$ cat src/pgw_pkg.sv
// constants and types for the password guarded watchdog
package pgw_pkg;
  localparam logic [7:0] PGW_KEY_WR = 8'h5a;
  localparam logic [7:0] PGW_KEY_RD = 8'h69;
  localparam int PGW_CNT_W = 16;
  // control byte fields
  localparam int PGW_BIT_HOLD = 7;
  localparam int PGW_BIT_NMIES = 6;
  localparam int PGW_BIT_NMISEL = 5;
  localparam int PGW_BIT_TMSEL = 4;
  localparam int PGW_BIT_CLR = 3;
  localparam int PGW_BIT_SSEL = 2;
  localparam int PGW_IS_LO = 0;
  localparam int PGW_IS_HI = 1;
  localparam logic [7:0] PGW_CTL_RST = 8'h00;
  localparam logic [PGW_CNT_W-1:0] PGW_CNT_RST = 16'h0000;
  // tap bit positions for interval selects 0..3
  localparam int PGW_TAP0 = 15;
  localparam int PGW_TAP1 = 13;
  localparam int PGW_TAP2 = 9;
  localparam int PGW_TAP3 = 6;

  typedef struct packed {
    logic [7:0] ctl_r;
    logic [PGW_CNT_W-1:0] cnt_r;
    logic tap_r;
    logic puc_r;
    logic irq_r;
    logic [15:0] rdata_r;
    logic aclk_s1_r;
    logic aclk_s2_r;
    logic aclk_s3_r;
  } pgw_state_t;
endpackage

$ cat src/pgw_watchdog.sv
// password guarded watchdog / interval timer
`timescale 1ns/1ps
// Operation
// - In watchdog mode an unserviced interval expiry raises a system reset.
// - In interval timer mode the expiry raises an interrupt pulse instead of a reset.
// - The counter is a hidden 16-bit up-counter steered by the control byte and also cleared by every power-up-clear restart.
// - The control byte holds seven bits taken from each accepted write; the clear bit is always stored as zero.
// - A write is accepted only when its high byte carries the write key.
// - A write with any other high byte raises a power-up-clear reset.
// - Reads return a fixed high byte different from the write key.
// - Two control bits configure the nmi reset pin function.
module pgw_watchdog (
  input wire logic CLK_I,
  input wire logic NRST_I,
  input wire logic WR_I,
  input wire logic RD_I,
  input wire logic [15:0] WDATA_I,
  input wire logic ACLK_I,
  output logic [15:0] RDATA_O,
  output logic PUC_O,
  output logic IRQ_O,
  output logic NMI_SEL_O,
  output logic NMI_EDGE_O
);
  import pgw_pkg::*;

  // whole block state lives in one registered struct
  pgw_state_t s_r;
  pgw_state_t s_nxt;

  // count source selection
  logic aclk_rise;
  logic src_aux;
  logic tick;
  logic held;
  logic cnt_step;
  logic [PGW_CNT_W-1:0] cnt_inc;

  // interval selection and expiry
  logic [1:0] isel;
  logic tap;
  logic tap_fall;
  logic mode_timer;
  logic exp_irq;
  logic exp_puc;

  // write decode
  logic [7:0] wr_key;
  logic [7:0] wr_byte;
  logic key_ok;
  logic wr_good;
  logic wr_bad;
  logic wr_clear;
  logic [7:0] ctl_wr;

  // read path
  logic [15:0] rd_word;

  // restart after any power-up-clear pulse
  logic restart;

  // aux clock: two sync flops, the third only feeds the edge detect
  assign aclk_rise = s_r.aclk_s2_r & ~s_r.aclk_s3_r;

  assign src_aux = s_r.ctl_r[PGW_BIT_SSEL];

  assign tick = src_aux ? aclk_rise : 1'b1;

  assign held = s_r.ctl_r[PGW_BIT_HOLD];

  assign cnt_step = tick & ~held;

  // wraps silently; expiry comes from the tap, not from the carry
  assign cnt_inc = s_r.cnt_r + 16'h0001;

  assign isel = s_r.ctl_r[PGW_IS_HI:PGW_IS_LO];

  always_comb begin
    case (isel)
      2'h0: begin
        tap = s_r.cnt_r[PGW_TAP0];
      end
      2'h1: begin
        tap = s_r.cnt_r[PGW_TAP1];
      end
      2'h2: begin
        tap = s_r.cnt_r[PGW_TAP2];
      end
      default: begin
        tap = s_r.cnt_r[PGW_TAP3];
      end
    endcase
  end

  // expiry is the falling edge of the chosen tap, so the first one
  // after a clear comes at twice the tap weight
  assign tap_fall = s_r.tap_r & ~tap;

  assign mode_timer = s_r.ctl_r[PGW_BIT_TMSEL];

  assign exp_irq = tap_fall & mode_timer;

  assign exp_puc = tap_fall & ~mode_timer;

  assign wr_key = WDATA_I[15:8];

  assign wr_byte = WDATA_I[7:0];

  assign key_ok = (wr_key == PGW_KEY_WR);

  assign wr_good = WR_I & key_ok;

  assign wr_bad = WR_I & ~key_ok;

  assign wr_clear = wr_good & wr_byte[PGW_BIT_CLR];

  // clear bit is a strobe and never reads back as set
  always_comb begin
    ctl_wr = wr_byte;
    ctl_wr[PGW_BIT_CLR] = 1'b0;
  end

  // read key differs from write key so a blind read-modify-write traps
  assign rd_word = {PGW_KEY_RD, s_r.ctl_r};

  assign restart = s_r.puc_r;

  always_comb begin
    s_nxt = s_r;

    // pulses last one cycle unless set again below
    s_nxt.puc_r = 1'b0;
    s_nxt.irq_r = 1'b0;

    s_nxt.aclk_s1_r = ACLK_I;
    s_nxt.aclk_s2_r = s_r.aclk_s1_r;
    s_nxt.aclk_s3_r = s_r.aclk_s2_r;

    if (cnt_step) begin
      s_nxt.cnt_r = cnt_inc;
    end

    s_nxt.tap_r = tap;

    if (exp_irq) begin
      s_nxt.irq_r = 1'b1;
    end

    if (exp_puc) begin
      s_nxt.puc_r = 1'b1;
    end

    if (wr_good) begin
      s_nxt.ctl_r = ctl_wr;
    end

    // service wins over an expiry in the same cycle
    if (wr_clear) begin
      s_nxt.cnt_r = PGW_CNT_RST;
      s_nxt.tap_r = 1'b0;
      s_nxt.irq_r = 1'b0;
      s_nxt.puc_r = 1'b0;
    end

    if (wr_bad) begin
      s_nxt.puc_r = 1'b1;
    end

    if (RD_I) begin
      s_nxt.rdata_r = rd_word;
    end

    // restart one cycle late so the pulse itself stays visible
    if (restart) begin
      s_nxt.ctl_r = PGW_CTL_RST;
      s_nxt.cnt_r = PGW_CNT_RST;
      s_nxt.tap_r = 1'b0;
      s_nxt.irq_r = 1'b0;
      s_nxt.puc_r = 1'b0;
    end
  end

  always_ff @(posedge CLK_I or negedge NRST_I) begin
    if (!NRST_I) begin
      s_r <= '0;
    end else begin
      s_r <= s_nxt;
    end
  end

  assign RDATA_O = s_r.rdata_r;

  assign PUC_O = s_r.puc_r;

  assign IRQ_O = s_r.irq_r;

  assign NMI_SEL_O = s_r.ctl_r[PGW_BIT_NMISEL];

  assign NMI_EDGE_O = s_r.ctl_r[PGW_BIT_NMIES];

  // rdata is left alone by a restart; the control byte, counter, tap and pulse flops
  // go back to their power-up values
endmodule // pgw_watchdog

$ cat config.mk
export PLATFORM = sky130hd
export DESIGN_NAME = pgw_watchdog
export DESIGN_NICKNAME = d
export VERILOG_FILES = /design/src/pgw_pkg.sv /design/src/pgw_watchdog.sv
export SDC_FILE = /design/constraint.sdc
export NUM_CORES = 1
export LEC_CHECK = 0
export BUFFER_PORTS_ARGS = -buffer_cell sky130_fd_sc_hd__buf_4
export CORE_ASPECT_RATIO = 1.5
export CORE_MARGIN = 5
export CORE_UTILIZATION = 53
export CTS_CLUSTER_DIAMETER = 100
export DETAILED_ROUTE_END_ITERATION = 10
export GPL_ROUTABILITY_DRIVEN = 0
export HOLD_SLACK_MARGIN = 0.08
export PLACE_DENSITY = 0.78
export SLEW_MARGIN = 20
export SYNTH_ARGS = -nofsm -noshare
export SYNTH_HDL_FRONTEND = slang
export SYNTH_SLANG_ARGS = --single-unit
$ cat constraint.sdc
create_clock -name CLK_I -period 1.93 [get_ports CLK_I]
set_input_delay 0.0965 -clock CLK_I [delete_from_list [all_inputs] [get_ports CLK_I]]
set_output_delay 0.0965 -clock CLK_I [all_outputs]
set_load 0.01 [all_outputs]
==> impl_metrics.py, run 1 <==
metrics = {
    "run_status": {
        "outcome": "complete, no violations",
    },
    "cells_and_area": {
        "fin_nets": 217,
        "mostFrequentLayoutCell": "dfrtp_1",
        "final_cell_mix": "dfrtp_1, buf_4, a21oi_1, nor2_1, dlygate4sd3_1",
        "diodes": 0,
        "fillCellCount": 267,
        "syn_to_final_growth_pct": 19.56,
        "drive_gt1_frac": 0.2959,
    },
    "critical_path": {
        "end_kind": "register",
        "cp-endpoint": "s_r[30]",
        "crit_slowest_cell": "dfrtp_1",
        "path_delay_family": "simple AND/OR/NAND/NOR gates",
        "path_cells": "ha_1 -> nand3b_1 -> a211o_1 -> or3_1 -> a21oi_1",
        "r2r-start": "s_r[23]",
        "cp_data_arrival_time_ns": 1.87,
        "r2r_slack_ns": 0.28,
        "timing.rr.end": "s_r[30]",
        "startpoint": "s_r[23]",
        "cp.required_ns": 2.15,
        "cp-start-kind": "register",
        "critPathKind": "reg -> reg",
        "crit_cells": 5,
        "critPathBufInv": 0,
        "path_max_fanout": 7,
        "slowest_delay_ns": 0.42,
        "rr_worst_depth": 5,
    },
    "sta": {
        "max_clock_freq_ghz": 0.6049,
        "hold_viol": 0,
        "skew_ns": 0.007991,
        "rsz0062_at_grt": "no",
        "fin_tns_setup_ns": 0,
        "setup_viol_count_final": 0,
        "fin_hold_ws_ns": 0.1141,
        "fin_crit_ns": 1.653,
        "period_share": 0.8566,
        "worst_slew_pin_slew_ns": 0.5786,
        "slew_violations": 0,
        "slew_headroom": 0.6143,
    },
    "global_routing": {
        "grt_usage": 0.1781,
        "grt_max_degree": 38,
        "grt_pass1_vias": 1431,
        "antenna_found_initial": 0,
        "grt.overflow.total": 0,
        "grt_first_pass_wirelength_mm": 6.396,
    },
    "floorplanning": {
        "fp.dieW_um": 58.05,
        "die_area_mm2": 0.004764,
        "initial_core_util": 0.5425,
        "io_pins": 41,
        "rows": 26,
        "core_mm2": 0.003383,
        "die_h_um": 82.08,
    },
    "pwr": {
        "leakage_nw": 1.013,
        "ir_worst_vdd_uv": 599.0,
        "p_per_area_mw_per_mm2": 691.6,
    },
    "worst_hold_path": {
        "min_path_type": "in -> reg",
    },
    "route": {
        "routed_wl_mm": 3.600,
        "ant_nets": 0,
        "wl_per_cell_um": 15.13,
        "first_pass_iters": 4,
        "drtIter0Drc": 9,
        "drc_errors": 0,
        "vias": 1305,
        "avgViaCountPerCell": 5.483,
    },
    "clocking": {
        "cts_setup_buffers": 0,
        "max-clock-path-buffers": 2,
        "postCtsHoldBufs": 9,
        "clock-sinks": 37,
        "htree_levels": 2,
        "cts_resized": 0,
        "clock_latency_ns": 0.29,
        "clkTransAtPathRegs_ns": 0.07,
        "cts_tree": "yes",
        "clock-root-buffer": "clkbuf_8",
        "cts_buffers": 5,
    },
    "logic_synthesis": {
        "synth_enable_flop_cells": 0,
        "ys_seq_area_frac": 0.5044,
        "netlist_instances": 160,
        "yosys_warnings": 0,
        "ys_types": 41,
        "synth_seq_cells": 37,
        "syn_area_mm2": 0.001836,
        "synth.avg_cell_area_um2": 11.47,
        "ys_async_sr_fraction": 1.000,
        "ys.flop_type": "dfrtp_1",
    },
    "placement": {
        "portBuffers": 35,
        "hpwl_mm": 2.585,
    },
    "run": {
        "drv_cap": 0,
    },
}
[per-stage QoR]
stage / area [um^2] / util / power, mW / setup WS (ns) / std cells
3_3_place_gp: 2024 / 0.5984 / 0.9973 / 0.3625 / 221
5_1_grt: 2195 / 0.6487 / 1.587 / 0.1080 / 238
3_5_place_dp: 2024 / 0.5984 / 1.009 / 0.2909 / 221
4_1_cts: 2195 / 0.6487 / 1.537 / 0.2739 / 238
2_1_floorplan: 1851 / - / 0.9460 / 0.4186 / 164
6_report: 2195 / 0.6487 / 1.518 / 0.2768 / 238
[cell type report]
cell class | instances | area (um^2) | area share
flip-flops and latches | 37 | 925.9 | 0.4219
multi-input cells | 99 | 749.5 | 0.3415
repair buffers | 45 | 360.3 | 0.1642
clock buffers | 8 | 80.08 | 0.03649
well taps | 42 | 52.55 | 0.02395
inverters | 7 | 26.28 | 0.01197
[synthesized netlist by cell type, types with 4 or more instances]
cell,number,area share
a211oi_1,4,0.016
a21oi_1,12,0.033
a22o_1,7,0.033
and2_1,4,0.014
buf_4,16,0.065
dfrtp_1,37,0.50
inv_1,7,0.014
mux2_2,7,0.043
nand2_1,4,0.0082
nand4_1,5,0.017
nor2_1,10,0.020
o21ai_0,4,0.011
xnor2_1,7,0.033
[worst min-delay path by stage]
| stage | start | end | cells past startpoint |
|---|---|---|---|
| floorplan | NRST_I | IRQ_O | 0 |
| global placement | NRST_I | RDATA_O[4] | 1 |
| detailed placement | NRST_I | RDATA_O[0] | 1 |
| CTS | RD_I | RDATA_O[8] | 2 |
| global route | RD_I | RDATA_O[8] | 2 |
| finish | RD_I | RDATA_O[8] | 2 |
[sequential cells by signal (all words and copies together) (netlist names)]
signal and count:
isel 2, s_r 18, PUC_O 1, IRQ_O 1, mode_timer 1, RDATA_O 8, held 1, rd_word 1
NMI_SEL_O 1, NMI_EDGE_O 1, s_nxt 2
[worst reg2reg max path: stages (launching register included)]
cell,delay [ns]
dfrtp_1,0.42
ha_1,0.20
nand3b_1,0.12
a211o_1,0.32
or3_1,0.37
a21oi_1,0.15
[metal layers]
| layer | share of wire | track usage |
|---|---|---|
| met5 | 0 | 0 |
| met4 | 0.027 | 0.1067 |
| met3 | 0.057 | 0.05031 |
| met2 | 0.54 | 0.3156 |
| met1 | 0.38 | 0.1836 |
[power breakdown]
part / switching, mW / internal, mW / total, mW / leakage (nW)
logic: 0.0800 / 0.0836 / 0.164 / 0.475
registers: 0.0402 / 0.804 / 0.845 / 0.499
clock network: 0.253 / 0.256 / 0.510 / 0.0395
total: 0.374 / 1.14 / 1.52 / 1.01
[logic make-up (layout without fill, tap and decap cells)]
logic type,Yosys count,in the layout,share of synthesized area
xor gates and xnor gates,7,7,0.03340
other,1,5,0.002043
adders and majority gates,1,1,0.006816
AOI/OAI and AO/OA,35,35,0.1459
buffers and inverters,28,60,0.09544
and+or+nand+nor,42,42,0.1513
DFF,37,37,0.5044
muxes,9,9,0.06067
Note: power is estimated with default switching activity, not from simulation.
==> run 2: changes to the inputs <==
--- a/config.mk
+++ b/config.mk
@@ -6,14 +6,16 @@
 export NUM_CORES = 1
 export LEC_CHECK = 0
 export BUFFER_PORTS_ARGS = -buffer_cell sky130_fd_sc_hd__buf_4
+export CELL_PAD_IN_SITES_DETAIL_PLACEMENT = 1
+export CELL_PAD_IN_SITES_GLOBAL_PLACEMENT = 1
 export CORE_ASPECT_RATIO = 1.5
 export CORE_MARGIN = 5
-export CORE_UTILIZATION = 53
+export CORE_UTILIZATION = 42
 export CTS_CLUSTER_DIAMETER = 100
 export DETAILED_ROUTE_END_ITERATION = 10
 export GPL_ROUTABILITY_DRIVEN = 0
 export HOLD_SLACK_MARGIN = 0.08
-export PLACE_DENSITY = 0.78
+export PLACE_DENSITY_LB_ADDON = 0.1
 export SLEW_MARGIN = 20
 export SYNTH_ARGS = -nofsm -noshare
 export SYNTH_HDL_FRONTEND = slang
==> impl_metrics.py, run 2 (synthesis results as in run 1) <==
metrics = {
    "sta": {
        "worst_slew_pin_slew_ns": 0.5570,
        "fin_crit_ns": 1.694,
        "skew_ns": 0.005187,
        "slew_violations": 0,
        "setup_viol_count_final": 0,
        "hold_viol": 0,
        "fin_tns_setup_ns": 0,
        "rsz0062_at_grt": "no",
        "max_clock_freq_ghz": 0.5905,
        "slew_headroom": 0.6287,
        "period_share": 0.8775,
    },
    "critical_path": {
        "r2r_slack_ns": 0.24,
        "cp.required_ns": 2.13,
        "r2r-start": "s_r[22]",
        "critPathKind": "reg -> reg",
        "cp-start-kind": "register",
        "timing.rr.end": "s_r[32]",
        "slowest_delay_ns": 0.43,
        "cp_data_arrival_time_ns": 1.90,
        "crit_slowest_cell": "dfrtp_1",
        "rr_worst_depth": 5,
        "end_kind": "register",
        "path_max_fanout": 7,
        "path_cells": "ha_1 -> nand3b_1 -> a211o_1 -> or3_1 -> a21oi_1",
    },
    "floorplanning": {
        "io_pins": 41,
        "core_mm2": 0.004245,
        "initial_core_util": 0.4324,
        "die_area_mm2": 0.005819,
        "rows": 29,
        "die_h_um": 90.97,
        "fp.dieW_um": 63.98,
    },
    "global_routing": {
        "grt.overflow.total": 0,
        "grt_pass1_vias": 1499,
        "grt_first_pass_wirelength_mm": 7.113,
        "grt_usage": 0.1501,
        "antenna_found_initial": 0,
        "grt_max_degree": 38,
    },
    "clocking": {
        "cts_buffers": 5,
        "cts_tree": "yes",
        "clock-root-buffer": "clkbuf_8",
        "clock-sinks": 37,
        "htree_levels": 2,
        "max-clock-path-buffers": 2,
        "clkTransAtPathRegs_ns": 0.08,
        "clock_latency_ns": 0.28,
    },
    "route": {
        "vias": 1307,
        "ant_nets": 0,
        "first_pass_iters": 4,
        "avgViaCountPerCell": 5.401,
        "drtIter0Drc": 49,
        "drc_errors": 0,
        "routed_wl_mm": 4.061,
        "wl_per_cell_um": 16.78,
    },
    "cells_and_area": {
        "regMostFlops": "s_r",
        "fin_nets": 217,
        "final_cell_mix": "dfrtp_1, buf_4, a21oi_1, nor2_1, dlygate4sd3_1",
        "drive_gt1_frac": 0.3061,
        "diodes": 0,
        "largest_reg_flops": 18,
        "layout.cells.non_filler": 242,
        "mostFrequentLayoutCell": "dfrtp_1",
        "syn_to_final_growth_pct": 19.97,
    },
    "placement": {
        "hpwl_mm": 2.985,
        "dpl.cell_count": 225,
        "portBuffers": 35,
    },
    "worst_hold_path": {
        "min_path_type": "in -> reg",
        "min_from": "RD_I",
        "hold_path_end": "RDATA_O[8]",
        "min_path_cells": 2,
    },
    "run_status": {
        "outcome": "complete, no violations",
    },
    "run": {
        "drv_cap": 0,
    },
    "pwr": {
        "ir_worst_vdd_uv": 497.6,
        "leakage_nw": 1.019,
        "p_total_mw": 1.526,
        "p_per_area_mw_per_mm2": 693.0,
    },
}
## run 2: changes by cell type in the layout (fill, tap and decap cells not counted), sizes merged
cell,delta
clkinv,+2
clkbuf,-2
## run 2: metrics by stage
step / instance area, um^2 / hold WS [ns] / worst slack (ns) / util
after global routing: 2202 / 0.1039 / 0.1293 / 0.5187
after floorplan: 1851 / -0.1991 / 0.4186 / -
final: 2202 / 0.1175 / 0.2364 / 0.5187
after global placement: 2029 / 0.08516 / 0.3449 / 0.4780
after detailed placement: 2029 / 0.08933 / 0.2489 / 0.4780
after CTS: 2202 / 0.1105 / 0.2373 / 0.5187
## run 2: layout make-up
class | count | area, um^2
clock inverters | 2 | 10.01
fillers | 460 | 2043
clock buffers | 6 | 72.57
well taps | 46 | 57.56
inverters | 7 | 26.28
repair buffers | 45 | 360.3
flip-flops and latches | 37 | 925.9
multi-input cells | 99 | 749.5
## run 2: power breakdown
group          total, mW  internal (mW)  switching (mW)
registers          0.844          0.804          0.0405
logic              0.161         0.0824          0.0789
clock network      0.521          0.250           0.270
total               1.53           1.14           0.389
## run 2: metal layers
layer  track usage  routed length [um]
met1        0.1651                1569
met2        0.2810                2320
met3       0.03951                 160
met4       0.03120                  10
met5             0                   0
## run 2: worst max-delay path by stage
stage            start      end  slack, ns  cells after the start
2_1_floorplan  s_r[22]  s_r[30]       0.42                      5
3_3_place_gp   s_r[22]  s_r[32]       0.34                      5
3_5_place_dp   s_r[22]  s_r[32]       0.25                      5
4_1_cts        s_r[22]  s_r[32]       0.24                      5
5_1_grt        s_r[22]  s_r[34]       0.13                      5
6_report       s_r[22]  s_r[32]       0.24                      5
## run 2: timing repair
action	in CTS	in global routing
hold endpoints to repair	45	0
buffers inserted	0	0
gates resized for setup	0	0
hold buffers	9	0
## run 2: critical path, delay by kind of cell, from the launching register on
family	cells	cell delay, ns
simple gates	2	0.49
compound gates	2	0.49
flops	1	0.43
fa+ha+maj	1	0.20
==> run 3: changes to the inputs <==
--- a/config.mk
+++ b/config.mk
@@ -9,7 +9,7 @@
 export CELL_PAD_IN_SITES_DETAIL_PLACEMENT = 1
 export CELL_PAD_IN_SITES_GLOBAL_PLACEMENT = 1
 export CORE_ASPECT_RATIO = 1.5
-export CORE_MARGIN = 5
+export CORE_MARGIN = 2
 export CORE_UTILIZATION = 42
 export CTS_CLUSTER_DIAMETER = 100
 export DETAILED_ROUTE_END_ITERATION = 10
==> impl_metrics.py, run 3 (synthesis results as in run 1) <==
metrics = {
    "cells_and_area": {
        "fin_nets": 217,
        "fillCellCount": 448,
        "final_cell_mix": "dfrtp_1, buf_4, a21oi_1, nor2_1, dlygate4sd3_1",
        "largest_reg_flops": 18,
        "seqCellArea_um2": 925.9,
        "layout.cells.non_filler": 241,
        "drive_gt1_frac": 0.3026,
        "regMostFlops": "s_r",
        "diodes": 0,
        "mostFrequentLayoutCell": "dfrtp_1",
        "syn_to_final_growth_pct": 20.18,
        "multi_input_area_um2": 749.5,
    },
    "clocking": {
        "clock-root-buffer": "clkbuf_8",
        "cts_buffers": 5,
        "max-clock-path-buffers": 2,
        "htree_levels": 2,
        "cts_tree": "yes",
        "cts_resized": 0,
        "clock_latency_ns": 0.28,
        "cts_setup_buffers": 0,
        "clock-sinks": 37,
        "clkTransAtPathRegs_ns": 0.07,
    },
    "global_routing": {
        "antenna_found_initial": 0,
        "grt_first_pass_wirelength_mm": 6.789,
        "grt.overflow.total": 0,
        "grtUsageMet1": 0.2016,
        "grt_max_degree": 38,
        "busiest_layer": "met2",
        "gr-usage-met3": 0.04116,
        "grt_pass1_vias": 1487,
        "grt_usage": 0.1766,
        "grtUsageMet2": 0.3223,
    },
    "floorplanning": {
        "die_h_um": 84.97,
        "fp.dieW_um": 57.98,
        "io_pins": 41,
        "die_area_mm2": 0.004926,
        "core_mm2": 0.004209,
        "rows": 29,
        "initial_core_util": 0.4361,
    },
    "sta": {
        "slew_violations": 0,
        "skew_ns": 0.006048,
        "hold_viol": 0,
        "fin_tns_setup_ns": 0,
        "rsz0062_at_grt": "no",
        "max_clock_freq_ghz": 0.5961,
        "period_share": 0.8693,
        "fin_crit_ns": 1.678,
        "slew_headroom": 0.5884,
        "worst_slew_pin_slew_ns": 0.6174,
        "setup_viol_count_final": 0,
    },
    "critical_path": {
        "crit_slowest_cell": "dfrtp_1",
        "critPathKind": "reg -> reg",
        "path_max_fanout": 7,
        "cp-start-kind": "register",
        "cp.required_ns": 2.14,
        "path_cells": "ha_1 -> nand3b_1 -> a211o_1 -> or3_1 -> a21oi_1",
        "cp_data_arrival_time_ns": 1.89,
        "end_kind": "register",
        "slowest_delay_ns": 0.43,
    },
    "route": {
        "routed_wl_mm": 3.944,
        "first_pass_iters": 2,
        "wl_per_cell_um": 16.37,
        "vias": 1311,
        "drc_errors": 0,
        "ant_nets": 0,
        "drtIter0Drc": 17,
        "avgViaCountPerCell": 5.440,
    },
    "pwr": {
        "p_per_area_mw_per_mm2": 703.8,
        "leakage_nw": 1.018,
        "ir_worst_vdd_uv": 548.5,
    },
    "run": {
        "drv_cap": 0,
    },
    "placement": {
        "dpl.cell_count": 225,
        "portBuffers": 35,
        "hpwl_mm": 2.698,
    },
    "run_status": {
        "outcome": "complete, no violations",
    },
    "worst_hold_path": {
        "min_path_type": "in -> reg",
    },
}
[run 3: cell types whose count changed in the layout (fill, tap and decap cells not counted), sizes merged]
cell / previous run / this run
clkinv: 2 / 0
clkbuf: 6 / 7
[run 3: timing repair]
action                                  4_1_cts  5_1_grt
endpoints found under the hold margin        45        0
hold buffers                                  9        0
endpoints found under the setup margin        0        0
[run 3: path summary, 6_finish.rpt]
kind / startpoint / end / slack [ns] / cells after the start
max: s_r[22] / s_r[32] / 0.25 / 5
min: RD_I / RDATA_O[8] / 0.11 / 2
max reg2reg: s_r[22] / s_r[32] / 0.25 / 5
min reg2reg: s_nxt[1] / s_nxt[0] / 0.36 / 0
max in group asynchronous: NRST_I / s_r[21] / 1.28 / 2
min in group asynchronous: NRST_I / s_r[27] / 0.32 / 2
[run 3: stage by stage]
| step | hold slack, ns | total power, mW | util | setup slack, ns | area (um^2) |
|---|---|---|---|---|---|
| 5_1_grt | 0.1088 | 1.631 | 0.5241 | 0.1192 | 2206 |
| 3_3_place_gp | 0.08550 | 1.004 | 0.4822 | 0.3325 | 2029 |
| 2_1_floorplan | -0.1991 | 0.9460 | - | 0.4186 | 1851 |
| 6_report | 0.1109 | 1.552 | 0.5241 | 0.2523 | 2206 |
| 3_5_place_dp | 0.09094 | 1.010 | 0.4822 | 0.2672 | 2029 |
| 4_1_cts | 0.1104 | 1.578 | 0.5241 | 0.2467 | 2206 |
[run 3: worst max-delay path, delay by kind of cell, from the launching register on]
family          cells  cell delay [ns]
compound gates      2             0.48
fa+ha+maj           1             0.20
flops               1             0.43
simple gates        2             0.50
[run 3: routing by layer]
layer	share of wire	wire length, um
met3	0.034	136
met4	0.0099	39
met1	0.40	1572
met5	0	0
met2	0.56	2196
[run 3: final cells by class]
cell class | instances | share of cell area
Sequential cell | 37 | 0.4197
Clock buffer | 7 | 0.03914
Tap cell | 46 | 0.02609
Multi-Input combinational cell | 99 | 0.3398
Inverter | 7 | 0.01191
Timing Repair Buffer | 45 | 0.1634
[run 3: where the power goes]
part           internal (mW)  switching (mW)  total (mW)
Clock                  0.283           0.259       0.543
Sequential             0.804          0.0420       0.846
Combinational         0.0829          0.0808       0.164
Total                   1.17           0.382        1.55
